===== src/shared/mais_pkg.sv =====
// Constants, field layouts and carrier types of the analog input sequencer.
// Assumes a single 40 MHz clock and a classic Wishbone register port.
package mais_pkg;
  localparam int CLK_HZ = 40_000_000;
  localparam int CLK_PERIOD_NS = 1_000_000_000 / CLK_HZ;
  // Longest time one conversion may take, floor to cycles
  localparam int CONV_MAX_NS = 5000;
  localparam int CONV_MAX_CYC = CONV_MAX_NS / CLK_PERIOD_NS;
  // Step response budget, floor to cycles
  localparam int STEP_RESP_US = 1000;
  localparam int STEP_RESP_CYC = STEP_RESP_US * (CLK_HZ / 1_000_000);
  // Idle gap between two conversions
  localparam int CH_GAP_CYC = 16;
  localparam int NUM_CH = 8;

  localparam logic [7:0] REG_CTRL_OFS = 8'h00;
  localparam logic [7:0] REG_STATUS_OFS = 8'h04;
  localparam logic [7:0] REG_FAULT_OFS = 8'h08;

  localparam int CTRL_COUNT_LSB = 0;
  localparam int CTRL_RANGE_BIT = 3;
  localparam int CTRL_PTR_BIT = 4;
  localparam int CTRL_RUN_BIT = 5;
  localparam logic [2:0] CTRL_COUNT_RST = 3'h7;
  localparam logic CTRL_RANGE_RST = 1'h0;
  localparam logic CTRL_PTR_RST = 1'h0;
  localparam logic CTRL_RUN_RST = 1'h1;

  localparam int STAT_SHOWN_LSB = 0;
  localparam int STAT_CONV_LSB = 4;
  localparam int STAT_POWER_BIT = 8;
  localparam int STAT_BUSY_BIT = 9;

  localparam int FAULT_TMO_BIT = 0;
  localparam int FAULT_PWR_BIT = 1;

  typedef struct packed {
    logic diag_sign;
    logic [2:0] chan;
    logic [11:0] data;
  } mais_word_type;

  typedef struct packed {
    logic neg;
    logic [11:0] mag;
  } mais_sample_type;

  typedef struct packed {
    logic last;
    mais_word_type word;
  } mais_beat_type;

  typedef enum logic [1:0] {
    CV_IDLE = 2'b00,
    CV_START = 2'b01,
    CV_WAIT = 2'b10,
    CV_GAP = 2'b11
  } mais_conv_state_type;

  typedef enum logic [2:0] {
    OS_IDLE = 3'b000,
    OS_MUX_RD = 3'b001,
    OS_MUX_WR = 3'b010,
    OS_PTR_RD = 3'b011,
    OS_PTR_PUSH = 3'b100
  } mais_out_state_type;

  // Channel after ch, wrapping past the last active one
  function automatic logic [2:0] mais_next_chan(input logic [2:0] ch, input logic [2:0] cnt);
    mais_next_chan = (ch >= cnt) ? 3'h0 : 3'(ch + 3'h1);
  endfunction : mais_next_chan

  function automatic logic mais_is_last(input logic [2:0] ch, input logic [2:0] cnt);
    mais_is_last = (ch >= cnt);
  endfunction : mais_is_last
endpackage : mais_pkg


===== src/hw/mais_sample_mem.sv =====
// Small result store: one write port, one read port with registered data.
// Assumes both ports run on the same clock; a same-cycle read sees the old word.
`timescale 1ns/1ps
`default_nettype none
module mais_sample_mem #(
  parameter int WIDTH = 13,
  parameter int DEPTH = 8
) (
  input wire logic clk_i,
  input wire logic wr_en_i,
  input wire logic [$clog2(DEPTH)-1:0] wr_addr_i,
  input wire logic [WIDTH-1:0] wr_data_i,
  input wire logic [$clog2(DEPTH)-1:0] rd_addr_i,
  output logic [WIDTH-1:0] rd_data_o
);
  logic [WIDTH-1:0] mem_ff [DEPTH];

  if (DEPTH < 2 || WIDTH < 1) begin : g_chk
    $error("mais_sample_mem: bad size");
  end

  always_ff @(posedge clk_i) begin
    if (wr_en_i) begin
      mem_ff[wr_addr_i] <= wr_data_i;
    end
  end

  always_ff @(posedge clk_i) begin
    rd_data_o <= mem_ff[rd_addr_i];
  end
endmodule : mais_sample_mem
`default_nettype wire


===== src/hw/mais_buf.sv =====
// Small FIFO with valid/ready on both sides.
// Assumes a synchronous active-high reset; drain side may stall freely.
`timescale 1ns/1ps
`default_nettype none
module mais_buf #(
  parameter int WIDTH = 17,
  parameter int DEPTH = 2
) (
  input wire logic clk_i,
  input wire logic rst_i,
  input wire logic in_valid_i,
  output logic in_ready_o,
  input wire logic [WIDTH-1:0] in_data_i,
  output logic out_valid_o,
  input wire logic out_ready_i,
  output logic [WIDTH-1:0] out_data_o
);
  localparam int AW = $clog2(DEPTH);
  logic [WIDTH-1:0] slot_ff [DEPTH];
  logic [AW-1:0] wr_ptr_ff;
  logic [AW-1:0] rd_ptr_ff;
  logic [AW:0] fill_ff;
  logic push;
  logic pop;

  if (DEPTH < 2 || (1 << AW) != DEPTH) begin : g_chk
    $error("mais_buf: DEPTH must be a power of two, at least 2");
  end

  assign in_ready_o = (fill_ff != (AW+1)'(DEPTH));
  assign out_valid_o = (fill_ff != '0);
  assign out_data_o = slot_ff[rd_ptr_ff];
  assign push = in_valid_i && in_ready_o;
  assign pop = out_valid_o && out_ready_i;

  always_ff @(posedge clk_i) begin
    if (push) begin
      slot_ff[wr_ptr_ff] <= in_data_i;
    end
  end

  always_ff @(posedge clk_i) begin
    if (rst_i) begin
      wr_ptr_ff <= '0;
      rd_ptr_ff <= '0;
      fill_ff <= '0;
    end else begin
      if (push) begin
        wr_ptr_ff <= AW'(wr_ptr_ff + 1'b1);
      end
      if (pop) begin
        rd_ptr_ff <= AW'(rd_ptr_ff + 1'b1);
      end
      if (push && !pop) begin
        fill_ff <= (AW+1)'(fill_ff + 1'b1);
      end else if (pop && !push) begin
        fill_ff <= (AW+1)'(fill_ff - 1'b1);
      end
    end
  end
endmodule : mais_buf
`default_nettype wire


===== src/hw/mais_top.sv =====
// Eight-channel analog input sequencer: converts channels in the background
// and hands one channel per host scan, or all active channels at once as a stream.
// Assumes a converter that answers a start pulse with a done pulse and sample,
// a host that pulses scan_strobe_i once per scan, and a Wishbone master.
`timescale 1ns/1ps
`default_nettype none
module mais_top
  import mais_pkg::*;
#(
  parameter int STEP_CYC = STEP_RESP_CYC,
  parameter int CONV_CYC = CONV_MAX_CYC,
  parameter int GAP_CYC = CH_GAP_CYC,
  parameter int BUF_DEPTH = 2
) (
  input wire logic clk_i,
  input wire logic rst_i,
  input wire logic wb_cyc_i,
  input wire logic wb_stb_i,
  input wire logic wb_we_i,
  input wire logic [7:0] wb_adr_i,
  input wire logic [3:0] wb_sel_i,
  input wire logic [31:0] wb_dat_i,
  output logic [31:0] wb_dat_o,
  output logic wb_ack_o,
  output logic adc_start_o,
  output logic [2:0] adc_chan_o,
  output logic adc_range_5v_o,
  input wire logic adc_done_i,
  input wire mais_sample_type adc_sample_i,
  input wire logic field_power_ok_i,
  input wire logic scan_strobe_i,
  output mais_word_type in_word_o,
  output mais_beat_type ptr_beat_o,
  output logic ptr_valid_o,
  input wire logic ptr_ready_i
);
  localparam int TW = 16;

  // Full pass over eight channels must fit the step response budget
  // pass time check
  if (NUM_CH * (CONV_CYC + GAP_CYC + 2) > STEP_CYC || CONV_CYC < 1 || GAP_CYC < 1
      || CONV_CYC >= (1 << TW) || GAP_CYC >= (1 << TW)) begin : g_chk
    $error("mais_top: timing parameters cannot meet the step response");
  end

  logic [2:0] count_sel_ff;
  logic range_select_link_ff;
  logic ptr_mode_ff;
  logic run_ff;
  logic tmo_fault_ff;
  logic pwr_fault_ff;
  logic wb_ack_ff;
  logic [31:0] wb_dat_ff;

  mais_conv_state_type conv_state_ff;
  mais_conv_state_type nxt_conv_state;
  logic [2:0] conv_ch_ff;
  logic [TW-1:0] timer_ff;
  logic mem_wr_en;
  logic conv_timeout;

  mais_out_state_type out_state_ff;
  mais_out_state_type nxt_out_state;
  logic [2:0] shown_ch_ff;
  logic [2:0] burst_ch_ff;
  logic [2:0] rd_addr;
  mais_sample_type rd_sample;
  mais_word_type word_ff;
  mais_word_type built_word;
  logic [2:0] eff_ch;
  logic buf_in_ready;
  logic buf_push;

  logic wb_req;
  logic wb_wr;
  logic [7:0] wb_ofs;

  assign wb_req = wb_cyc_i && wb_stb_i && !wb_ack_ff;
  assign wb_wr = wb_req && wb_we_i && wb_sel_i[0];
  assign wb_ofs = {wb_adr_i[7:2], 2'b00};
  assign wb_ack_o = wb_ack_ff;
  assign wb_dat_o = wb_dat_ff;

  // Register port: answers every address one cycle after the request
  always_ff @(posedge clk_i) begin
    if (rst_i) begin
      wb_ack_ff <= 1'b0;
    end else begin
      wb_ack_ff <= wb_req;
    end
  end

  always_ff @(posedge clk_i) begin
    if (rst_i) begin
      wb_dat_ff <= 32'h0;
    end else if (wb_req && !wb_we_i) begin
      case (wb_ofs)
        REG_CTRL_OFS: begin
          wb_dat_ff <= {26'h0, run_ff, ptr_mode_ff, range_select_link_ff, count_sel_ff};
        end
        REG_STATUS_OFS: begin
          wb_dat_ff <= {22'h0, (out_state_ff != OS_IDLE), field_power_ok_i, 1'b0, conv_ch_ff,
                        1'b0, shown_ch_ff};
        end
        REG_FAULT_OFS: begin
          wb_dat_ff <= {30'h0, pwr_fault_ff, tmo_fault_ff};
        end
        default: begin
          wb_dat_ff <= 32'h0;
        end
      endcase
    end
  end

  always_ff @(posedge clk_i) begin
    if (rst_i) begin
      count_sel_ff <= CTRL_COUNT_RST;
      range_select_link_ff <= CTRL_RANGE_RST;
      ptr_mode_ff <= CTRL_PTR_RST;
      run_ff <= CTRL_RUN_RST;
    end else if (wb_wr && wb_ofs == REG_CTRL_OFS) begin
      count_sel_ff <= wb_dat_i[CTRL_COUNT_LSB +: 3];
      range_select_link_ff <= wb_dat_i[CTRL_RANGE_BIT];
      ptr_mode_ff <= wb_dat_i[CTRL_PTR_BIT];
      run_ff <= wb_dat_i[CTRL_RUN_BIT];
    end
  end

  assign adc_range_5v_o = range_select_link_ff;

  // Sticky faults, write one to clear; a new event beats the clear
  always_ff @(posedge clk_i) begin
    if (rst_i) begin
      tmo_fault_ff <= 1'b0;
      pwr_fault_ff <= 1'b0;
    end else begin
      if (conv_timeout) begin
        tmo_fault_ff <= 1'b1;
      end else if (wb_wr && wb_ofs == REG_FAULT_OFS && wb_dat_i[FAULT_TMO_BIT]) begin
        tmo_fault_ff <= 1'b0;
      end
      if (!field_power_ok_i) begin
        pwr_fault_ff <= 1'b1;
      end else if (wb_wr && wb_ofs == REG_FAULT_OFS && wb_dat_i[FAULT_PWR_BIT]) begin
        pwr_fault_ff <= 1'b0;
      end
    end
  end

  // Background conversion, free of the host scan
  // continuous conversion loop
  always_comb begin
    nxt_conv_state = conv_state_ff;
    case (conv_state_ff)
      CV_IDLE: begin
        if (run_ff) begin
          nxt_conv_state = CV_START;
        end
      end
      CV_START: begin
        nxt_conv_state = CV_WAIT;
      end
      CV_WAIT: begin
        if (adc_done_i || conv_timeout) begin
          nxt_conv_state = CV_GAP;
        end
      end
      CV_GAP: begin
        if (timer_ff == TW'(GAP_CYC - 1)) begin
          nxt_conv_state = run_ff ? CV_START : CV_IDLE;
        end
      end
      default: begin
        nxt_conv_state = CV_IDLE;
      end
    endcase
  end

  assign conv_timeout = (conv_state_ff == CV_WAIT) && !adc_done_i && (timer_ff == TW'(CONV_CYC - 1));
  assign mem_wr_en = (conv_state_ff == CV_WAIT) && adc_done_i;
  assign adc_start_o = (conv_state_ff == CV_START);
  assign adc_chan_o = conv_ch_ff;

  always_ff @(posedge clk_i) begin
    if (rst_i) begin
      conv_state_ff <= CV_IDLE;
    end else begin
      conv_state_ff <= nxt_conv_state;
    end
  end

  always_ff @(posedge clk_i) begin
    if (rst_i) begin
      timer_ff <= '0;
    end else if (conv_state_ff != nxt_conv_state) begin
      timer_ff <= '0;
    end else begin
      timer_ff <= TW'(timer_ff + 1'b1);
    end
  end

  always_ff @(posedge clk_i) begin
    if (rst_i) begin
      conv_ch_ff <= 3'h0;
    end else if (conv_state_ff == CV_GAP && nxt_conv_state != CV_GAP) begin
      conv_ch_ff <= mais_next_chan(conv_ch_ff, count_sel_ff);
    end
  end

  mais_sample_mem #(
    .WIDTH($bits(mais_sample_type)),
    .DEPTH(NUM_CH)
  ) u_mem (
    .clk_i(clk_i),
    .wr_en_i(mem_wr_en),
    .wr_addr_i(conv_ch_ff),
    .wr_data_i(adc_sample_i),
    .rd_addr_i(rd_addr),
    .rd_data_o(rd_sample)
  );

  // Host side: word changes only on a scan strobe
  assign eff_ch = (shown_ch_ff > count_sel_ff) ? 3'h0 : shown_ch_ff;
  assign rd_addr = (out_state_ff == OS_PTR_RD || out_state_ff == OS_PTR_PUSH) ? burst_ch_ff : eff_ch;

  // zero data with top bit marks lost field power
  always_comb begin
    built_word.chan = rd_addr;
    if (!field_power_ok_i) begin
      built_word.diag_sign = 1'b1;
      built_word.data = 12'h000;
    end else begin
      built_word.diag_sign = rd_sample.neg && (rd_sample.mag != 12'h000);
      built_word.data = rd_sample.mag;
    end
  end

  // Strobes that come while busy are ignored
  // pointer mode bursts all active channels, 0 through count_sel_ff
  always_comb begin
    nxt_out_state = out_state_ff;
    case (out_state_ff)
      OS_IDLE: begin
        if (scan_strobe_i) begin
          nxt_out_state = ptr_mode_ff ? OS_PTR_RD : OS_MUX_RD;
        end
      end
      OS_MUX_RD: begin
        nxt_out_state = OS_MUX_WR;
      end
      OS_MUX_WR: begin
        nxt_out_state = OS_IDLE;
      end
      OS_PTR_RD: begin
        nxt_out_state = OS_PTR_PUSH;
      end
      OS_PTR_PUSH: begin
        if (buf_in_ready) begin
          nxt_out_state = mais_is_last(burst_ch_ff, count_sel_ff) ? OS_IDLE : OS_PTR_RD;
        end
      end
      default: begin
        nxt_out_state = OS_IDLE;
      end
    endcase
  end

  always_ff @(posedge clk_i) begin
    if (rst_i) begin
      out_state_ff <= OS_IDLE;
    end else begin
      out_state_ff <= nxt_out_state;
    end
  end

  always_ff @(posedge clk_i) begin
    if (rst_i) begin
      shown_ch_ff <= 3'h0;
    end else if (out_state_ff == OS_MUX_WR) begin
      shown_ch_ff <= mais_next_chan(eff_ch, count_sel_ff);
    end
  end

  always_ff @(posedge clk_i) begin
    if (rst_i) begin
      word_ff <= '0;
    end else if (out_state_ff == OS_MUX_WR) begin
      word_ff <= built_word;
    end
  end

  assign in_word_o = word_ff;

  always_ff @(posedge clk_i) begin
    if (rst_i) begin
      burst_ch_ff <= 3'h0;
    end else if (out_state_ff == OS_IDLE) begin
      burst_ch_ff <= 3'h0;
    end else if (out_state_ff == OS_PTR_PUSH && buf_in_ready) begin
      burst_ch_ff <= mais_next_chan(burst_ch_ff, count_sel_ff);
    end
  end

  // Receiver stall holds the burst, no word dropped
  assign buf_push = (out_state_ff == OS_PTR_PUSH);

  mais_buf #(
    .WIDTH($bits(mais_beat_type)),
    .DEPTH(BUF_DEPTH)
  ) u_buf (
    .clk_i(clk_i),
    .rst_i(rst_i),
    .in_valid_i(buf_push),
    .in_ready_o(buf_in_ready),
    .in_data_i({mais_is_last(burst_ch_ff, count_sel_ff), built_word}),
    .out_valid_o(ptr_valid_o),
    .out_ready_i(ptr_ready_i),
    .out_data_o(ptr_beat_o)
  );
endmodule : mais_top
`default_nettype wire


===== config.mk =====
export PLATFORM = sky130hd
export DESIGN_NAME = mais_top
export DESIGN_NICKNAME = d
export VERILOG_FILES = /design/src/shared/mais_pkg.sv /design/src/hw/mais_sample_mem.sv /design/src/hw/mais_buf.sv /design/src/hw/mais_top.sv
export SDC_FILE = /design/constraint.sdc
export NUM_CORES = 1
export LEC_CHECK = 0
export BUFFER_PORTS_ARGS = -buffer_cell sky130_fd_sc_hd__buf_2
export CAP_MARGIN = 5
export CORE_MARGIN = 4
export CORE_UTILIZATION = 40
export DETAILED_ROUTE_END_ITERATION = 7
export PLACE_DENSITY_LB_ADDON = 0.25
export REMOVE_ABC_BUFFERS = 1
export SLEW_MARGIN = 5
export SYNTH_ARGS = -nofsm -noshare
export SYNTH_HDL_FRONTEND = slang
export SYNTH_SLANG_ARGS = --single-unit

===== constraint.sdc =====
create_clock -name clk_i -period 7.65 [get_ports clk_i]
set_clock_uncertainty 0.2 [all_clocks]
set_input_delay 0.3825 -clock clk_i [delete_from_list [all_inputs] [get_ports clk_i]]
set_output_delay 0.3825 -clock clk_i [all_outputs]
set_load 0.05 [all_outputs]

==> results of run 1 <==
-- area by class of cell --
type | count | area (sq um)
clock buffer | 37 | 701
tap | 285 | 357
fill | 2000 | 11800
sequential | 220 | 5790
multi-input combinational | 447 | 3120
timing repair buffer | 112 | 686
inverter | 13 | 48.8
clock inverter | 5 | 37.5
-- report_power, final --
| group | leakage [uW] | internal, uW | switching, uW |
|---|---|---|---|
| Combinational | 0.00156 | 75.4 | 153 |
| Sequential | 0.00192 | 1280 | 21.1 |
| Clock | 0.000361 | 630 | 443 |
| Total | 0.00384 | 1980 | 617 |
-- routing by layer --
metal	wire length, um	vias up	track usage [%]
li1	-	2734	-
met1	8140	2576	17.9
met2	8570	94	23.3
met3	726	26	2.36
met4	342	0	4.22
met5	0	-	0
-- cells in the mapped netlist, drive strengths merged (13+ instances only) --
cell type and count:
nand3 13, nand2 58, buf 37, and2 13, a21oi 26, dfxtp 82, edfxtp 138, nor2 64
mux2 32, ha 15, clkbuf 15, o21ai 13, mux2i 85
-- state kept, by name, indices dropped and copies added (netlist names), 3 cells and up, named ones only --
name,flops
out_state_ff,3
burst_ch_ff,3
u_buf.slot_ff,34
wb_dat_o,9
timer_ff,16
adc_chan_o,3
count_sel_ff,3
in_word_o,16
shown_ch_ff,3
u_mem.mem_ff,104
u_mem.rd_data_o,13
-- logic make-up (layout without fill, tap and decap cells) --
family	count (synthesis)	in the layout	synth area share, %
buffers and inverters	65	167	4.49
muxes	117	117	13.2
DFF	220	220	63.1
other	1	23	0.0409
and+or+nand+nor	203	203	10.5
adders and majority gates	17	17	2.26
AOI/OAI and AO/OA	67	67	4.54
xor gates and xnor gates	20	20	1.91
-- through the flow --
| stage | hold WS, ps | util [%] |
|---|---|---|
| final | 24.5 | 47.5 |
| after detailed placement | 247 | 43.3 |
| after floorplan | 230 | - |
| after global placement | 240 | 43.3 |
| after CTS | 2.43 | 47.5 |
| after global routing | 29.4 | 47.5 |
-- critical path, delay by kind of cell (launching register included) --
| kind | cells | cell delay (ps) |
|---|---|---|
| and+or+nand+nor | 3 | 540 |
| DFF | 1 | 330 |
| buffers and inverters | 1 | 130 |
| AOI/OAI and AO/OA | 5 | 1120 |
| adders and majority gates | 3 | 970 |
-- how the worst max path moves through the flow --
stage | startpoint | end | slack, ps | cells past startpoint
2_1_floorplan | count_sel_ff[1] | u_mem.rd_data_o[0] | 1380 | 8
3_3_place_gp | shown_ch_ff[1] | shown_ch_ff[2] | 4370 | 11
3_5_place_dp | count_sel_ff[1] | shown_ch_ff[2] | 4310 | 12
4_1_cts | count_sel_ff[1] | shown_ch_ff[2] | 4280 | 12
5_1_grt | count_sel_ff[1] | shown_ch_ff[2] | 3990 | 12
6_report | count_sel_ff[1] | shown_ch_ff[2] | 4300 | 12
-- what timing repair did --
action | 4_1_cts | 5_1_grt
gates resized for setup | 0 | 0
endpoints found under the setup margin | 0 | 0
hold buffers | 21 | 0
hold endpoints to repair | 113 | 0
buffers inserted | 0 | 0
==> key figures, run 1 <==
Status
  – Status: finished, final reports clean

Timing
  – Worst Max-Slew Pin Slew: between 1000 and 1500 ps
  – Hold Vio Cnt, Final: 0
  – FMAX: a little under 300 MHz
  – Slew margin rel.: 23.7%
  – Fin crit period: roughly 3400 ps
  – Final setup violation count: 0
  – Crit share post-route: between 40 and 50%
  – Unrepaired setup endpoints after global routing: no
  – Final TNS setup: 0 ps
  – Final setup margin: between 4000 and 5000 ps
  – Slew Viols, Final: 0

Floorplan
  – Die Y: roughly 160 um
  – Initial Utilization: 40.6%
  – Std-Cell Rows: 55
  – Die W: 159 um
  – Die ar.: 25400 sq um
  – Core Area: around 23000 sq um
  – Top Ports: between 100 and 150

Min path
  – Hold path endpoint: tmo_fault_ff
  – Hold_sp: adc_done_i
  – Worst Hold Class: in2reg
  – Hold Path Stages: 4

Cells and area
  – Fin area: 10700 sq um
  – Non-filler cells, final: 1119
  – Most common cell after layout, fill and taps aside: edfxtp_1
  – Nets: ~900
  – # diodes: 0
  – Layout area overhead: 17.0%
  – Share of post-route cells with drive strength above 1: 20.4%
  – Most frequent cells in the layout: edfxtp_1 (138), mux2i_1 (85), buf_2 (83)

Route
  – Antenna Nets Post-Route: 0
  – Vias per cell: 4.85
  – DR pass1 iterations: 4
  – First-iteration detailed-routing DRC count: about 220
  – Via count: between 5000 and 6000
  – Per-cell routed wire length: 15.9 um
  – Final WL: approximately 18000 um
  – Residual DRC: 0

Power
  – Pwr Total: about 2600 uW
  – Peak VDD IR: 0.121 mV
  – Leakage: roughly 0.0038 uW
  – Power density over the cells: ~240 nW/um^2

Setup path
  – Slowest cell on crit path: a221oi_1
  – Worst path arrival time: about 3600 ps
  – CP Cell Sequence: inv_1 > ha_1 > and3_1 > nor2_1 > a21o_1 > ha_1 > nand2b_1 > maj3_1 > a221oi_1 > a21boi_0 > o21ai_0 > o21ai_0
  – RR Startpoint: count_sel_ff[1]
  – CP max FO: 6
  – Crit path largest cell delay: ~470 ps
  – Crit start category: flip-flop
  – Critical path type: reg2reg
  – FF-to-FF End: shown_ch_ff[2]
  – CP Capture Type: flip-flop
  – WP data required: approximately 7900 ps
  – R2R setup slack: 4300 ps
  – Worst r2r path cells: 12

Clock tree
  – Clock tree buffer depth: 3
  – Inserted Clock Buffers: 23
  – TritonCTS clock tree: done
  – Clk Latency, worst-skew pair: 520 ps
  – Clock root cell: clkbuf_16
  – Num Clock Sinks: 220
  – Reg clk slew, reported paths: roughly 60 ps
  – H-tree depth: 1

Placement
  – Placement Setup Slack: 4310 ps
  – DPL Wire Length: roughly 11000 um
  – GPL Wtd Cong: ~0.77
  – Dpl cell area: between 9000 and 10000 sq um
  – Post-Place Cells: approximately 1100
  – Port Buffer Count: between 80 and 90

Logic synthesis
  – Synth top area share: 45.2%
  – #FFs+latches synth: 220
  – Synth Cell Area: between 9000 and 10000 sq um
  – Post-synth EDFFs: 138
  – Post-synth top area cell: edfxtp_1
  – Ys Warns: 0
  – Ys flop type: edfxtp_1
  – Post-synthesis sequential area ratio: around 63%
  – Average size of a mapped cell: about 13 sq um
  – Ys async rst share: 0%
  – Cells after Synth: 710
  – Top cells by area, synth: edfxtp_1 (45%), dfxtp_1 (18%), mux2i_1 (9.3%)
  – Synth cell types: 49

Global route
  – Total global-route track usage: 13.7%
  – Vias in the first global route: 5311
  – Largest net degree at the start of global routing: 55
  – Grt total ovfl: 0
  – First-pass GRT wire length: 28200 um
  – Antenna violations before repair: 0

Run
  – Max_cap viols: 0
Note: power is estimated with default switching activity, not from simulation.
==> run 2: changes to the inputs <==
==> constraint.sdc (replaced) <==
create_clock -name clk_i -period 3.3 [get_ports clk_i]
set_clock_uncertainty 0.2 [all_clocks]
set_input_delay 0.165 -clock clk_i [delete_from_list [all_inputs] [get_ports clk_i]]
set_output_delay 0.165 -clock clk_i [all_outputs]
set_load 0.05 [all_outputs]
==> key figures, run 2 (synthesis results as in run 1) <==
Placement
  – Port Buffer Count: 83 (unchanged)
  – GPL Wtd Cong: 0.747 (-3.2%)
  – DPL Wire Length: 11600 um (+2.6%)

Power
  – Pwr Total: 6170 uW (+140%)
  – Power density over the cells: 555 nW/um^2 (+130%)
  – Peak VDD IR: 0.262 mV (+120%)
  – Leakage: 0.00403 uW (+4.9%)

Timing
  – Unrepaired setup endpoints after global routing: no
  – Final TNS setup: 0 ps (unchanged)
  – Crit share post-route: 93.0% (+49 points)
  – FMAX: 326 MHz (+9.3%)
  – Slew margin rel.: 48.9% (+25 points)
  – Hold Vio Cnt, Final: 0 (unchanged)
  – Fin crit period: 3070 ps (-285 ps)
  – Final setup violation count: 0 (unchanged)
  – Worst Max-Slew Pin Slew: 765 ps (-372 ps)
  – Slew Viols, Final: 0 (unchanged)

Global route
  – Antenna violations before repair: 0 (unchanged)
  – Vias in the first global route: 5488 (+3.3%)
  – First-pass GRT wire length: 29100 um (+3.2%)
  – Largest net degree at the start of global routing: 55 (unchanged)
  – Grt total ovfl: 0 (unchanged)
  – Total global-route track usage: 14.0% (+0.32 points)

Clock tree
  – Num Clock Sinks: 220 (unchanged)
  – Clock root cell: clkbuf_16
  – Clock tree buffer depth: 3 (unchanged)
  – Inserted Clock Buffers: 23 (unchanged)
  – Reg clk slew, reported paths: 60 ps (about the same)
  – TritonCTS clock tree: done
  – H-tree depth: 1 (unchanged)
  – Clk Latency, worst-skew pair: 510 ps (about the same)

Route
  – Per-cell routed wire length: 15.6 um (-1.7%)
  – Final WL: 18000 um (+1.3%)
  – Vias per cell: 4.84 (-0.32%)
  – Antenna Nets Post-Route: 0 (unchanged)
  – Residual DRC: 0 (unchanged)
  – First-iteration detailed-routing DRC count: 282 (+27%)
  – DR pass1 iterations: 4 (unchanged)
  – Via count: 5577 (+2.7%)

Cells and area
  – Layout area overhead: 21.1%
  – Largest register by flop count: u_mem.mem_ff
  – Share of post-route cells with drive strength above 1: 21.8% (+1.4 points)
  – # diodes: 0 (unchanged)
  – Nets: 932 (+3.8%)
  – Biggest regs: u_mem.mem_ff (104), u_buf.slot_ff (34)
  – Largest register FFs: 104 (unchanged)
  – Most common cell after layout, fill and taps aside: edfxtp_1
  – Most frequent cells in the layout: edfxtp_1 (138), mux2i_1 (85), buf_2 (83)

Floorplan
  – Initial Utilization: 40.6% (unchanged)
  – Core Area: 22600 sq um (unchanged)
  – Top Ports: 138 (unchanged)
  – Std-Cell Rows: 55 (unchanged)
  – Die Y: 159 um (unchanged)
  – Die W: 159 um (unchanged)
  – Die ar.: 25400 sq um (unchanged)

Setup path
  – Worst path arrival time: 3310 ps (-280 ps)
  – CP max FO: 6 (unchanged)
  – WP data required: 3540 ps (-4350 ps)
  – Critical path type: reg2reg
  – CP Capture Type: flip-flop
  – Crit start category: flip-flop

Run
  – Max_cap viols: 0 (unchanged)

Min path
  – Worst Hold Class: in2reg

Status
  – Status: finished, final reports clean
## run 2: cell types whose count changed in the layout (fill, tap and decap cells not counted)
cell,before,now
clkbuf_4,0,2
clkbuf_8,3,4
clkinv_1,3,2
buf_4,8,22
clkbuf_1,9,4
nor2_2,5,1
bufinv_16,0,1
nor2_1,59,63
buf_12,0,2
clkinv_2,2,4
dlygate4sd3_1,21,39
a221oi_4,0,1
a221oi_1,1,0
## run 2: final timing paths
| kind | cells past startpoint | endpoint | from | slack, ps |
|---|---|---|---|---|
| min reg2reg | 2 | in_word_o[7] | in_word_o[7] | 250 |
| max | 11 | shown_ch_ff[2] | count_sel_ff[0] | 230 |
| max reg2reg | 11 | shown_ch_ff[2] | count_sel_ff[0] | 230 |
| min | 5 | wb_dat_o[2] | wb_adr_i[7] | 20 |
## run 2: power by group
part,internal [uW],switching [uW],leakage [uW],total (uW)
Sequential,2960,47.3,0.00192,3010
Combinational,188,361,0.00172,549
Clock,1570,1030,0.000392,2610
## run 2: stage by stage
stage	worst slack, ps	cell area (sq um)	util [%]	hold WS (ps)	std cells
finish	230	11100	49.2	24.0	1153
global route	32.9	11100	49.2	61.5	1153
CTS	130	11100	49.1	15.4	1153
detailed placement	212	9920	43.9	178	1072
global placement	264	9920	43.9	171	1072
floorplan	-2970	8890	-	34.1	680
## run 2: final cells by class
type,instances,area (sq um)
Fill cell,1968,11500
Sequential cell,220,5790
Multi-Input combinational cell,447,3130
Timing Repair Buffer,146,1010
Clock buffer,35,711
Tap cell,285,357
Clock inverter,7,73.8
Inverter,13,48.8
## run 2: worst max-delay path, cell delays in order, from the launching register on
cell	delay, ps
dfxtp_1	480
ha_1	280
and3_1	180
nor2_2	210
a21o_1	190
ha_1	230
nand2b_1	160
maj3_1	410
a221oi_4	290
a21boi_0	200
o21ai_0	80
o21ai_0	70
## run 2: timing repair
item | CTS | global route
setup endpoints to repair | 0 | 1
hold endpoints to repair | 136 | 0
hold buffers | 39 | 0
setup buffers | 0 | 0
resized for setup | 0 | 3
## run 2: metal layers
| layer | GRT usage (%) | vias to the layer above | share of wire [%] |
|---|---|---|---|
| met3 | 2.51 | 31 | 4.2 |
| met4 | 3.87 | 0 | 1.9 |
| met1 | 18.8 | 2638 | 46 |
| met5 | 0 | - | 0 |
| li1 | - | 2795 | - |
| met2 | 23.5 | 113 | 48 |
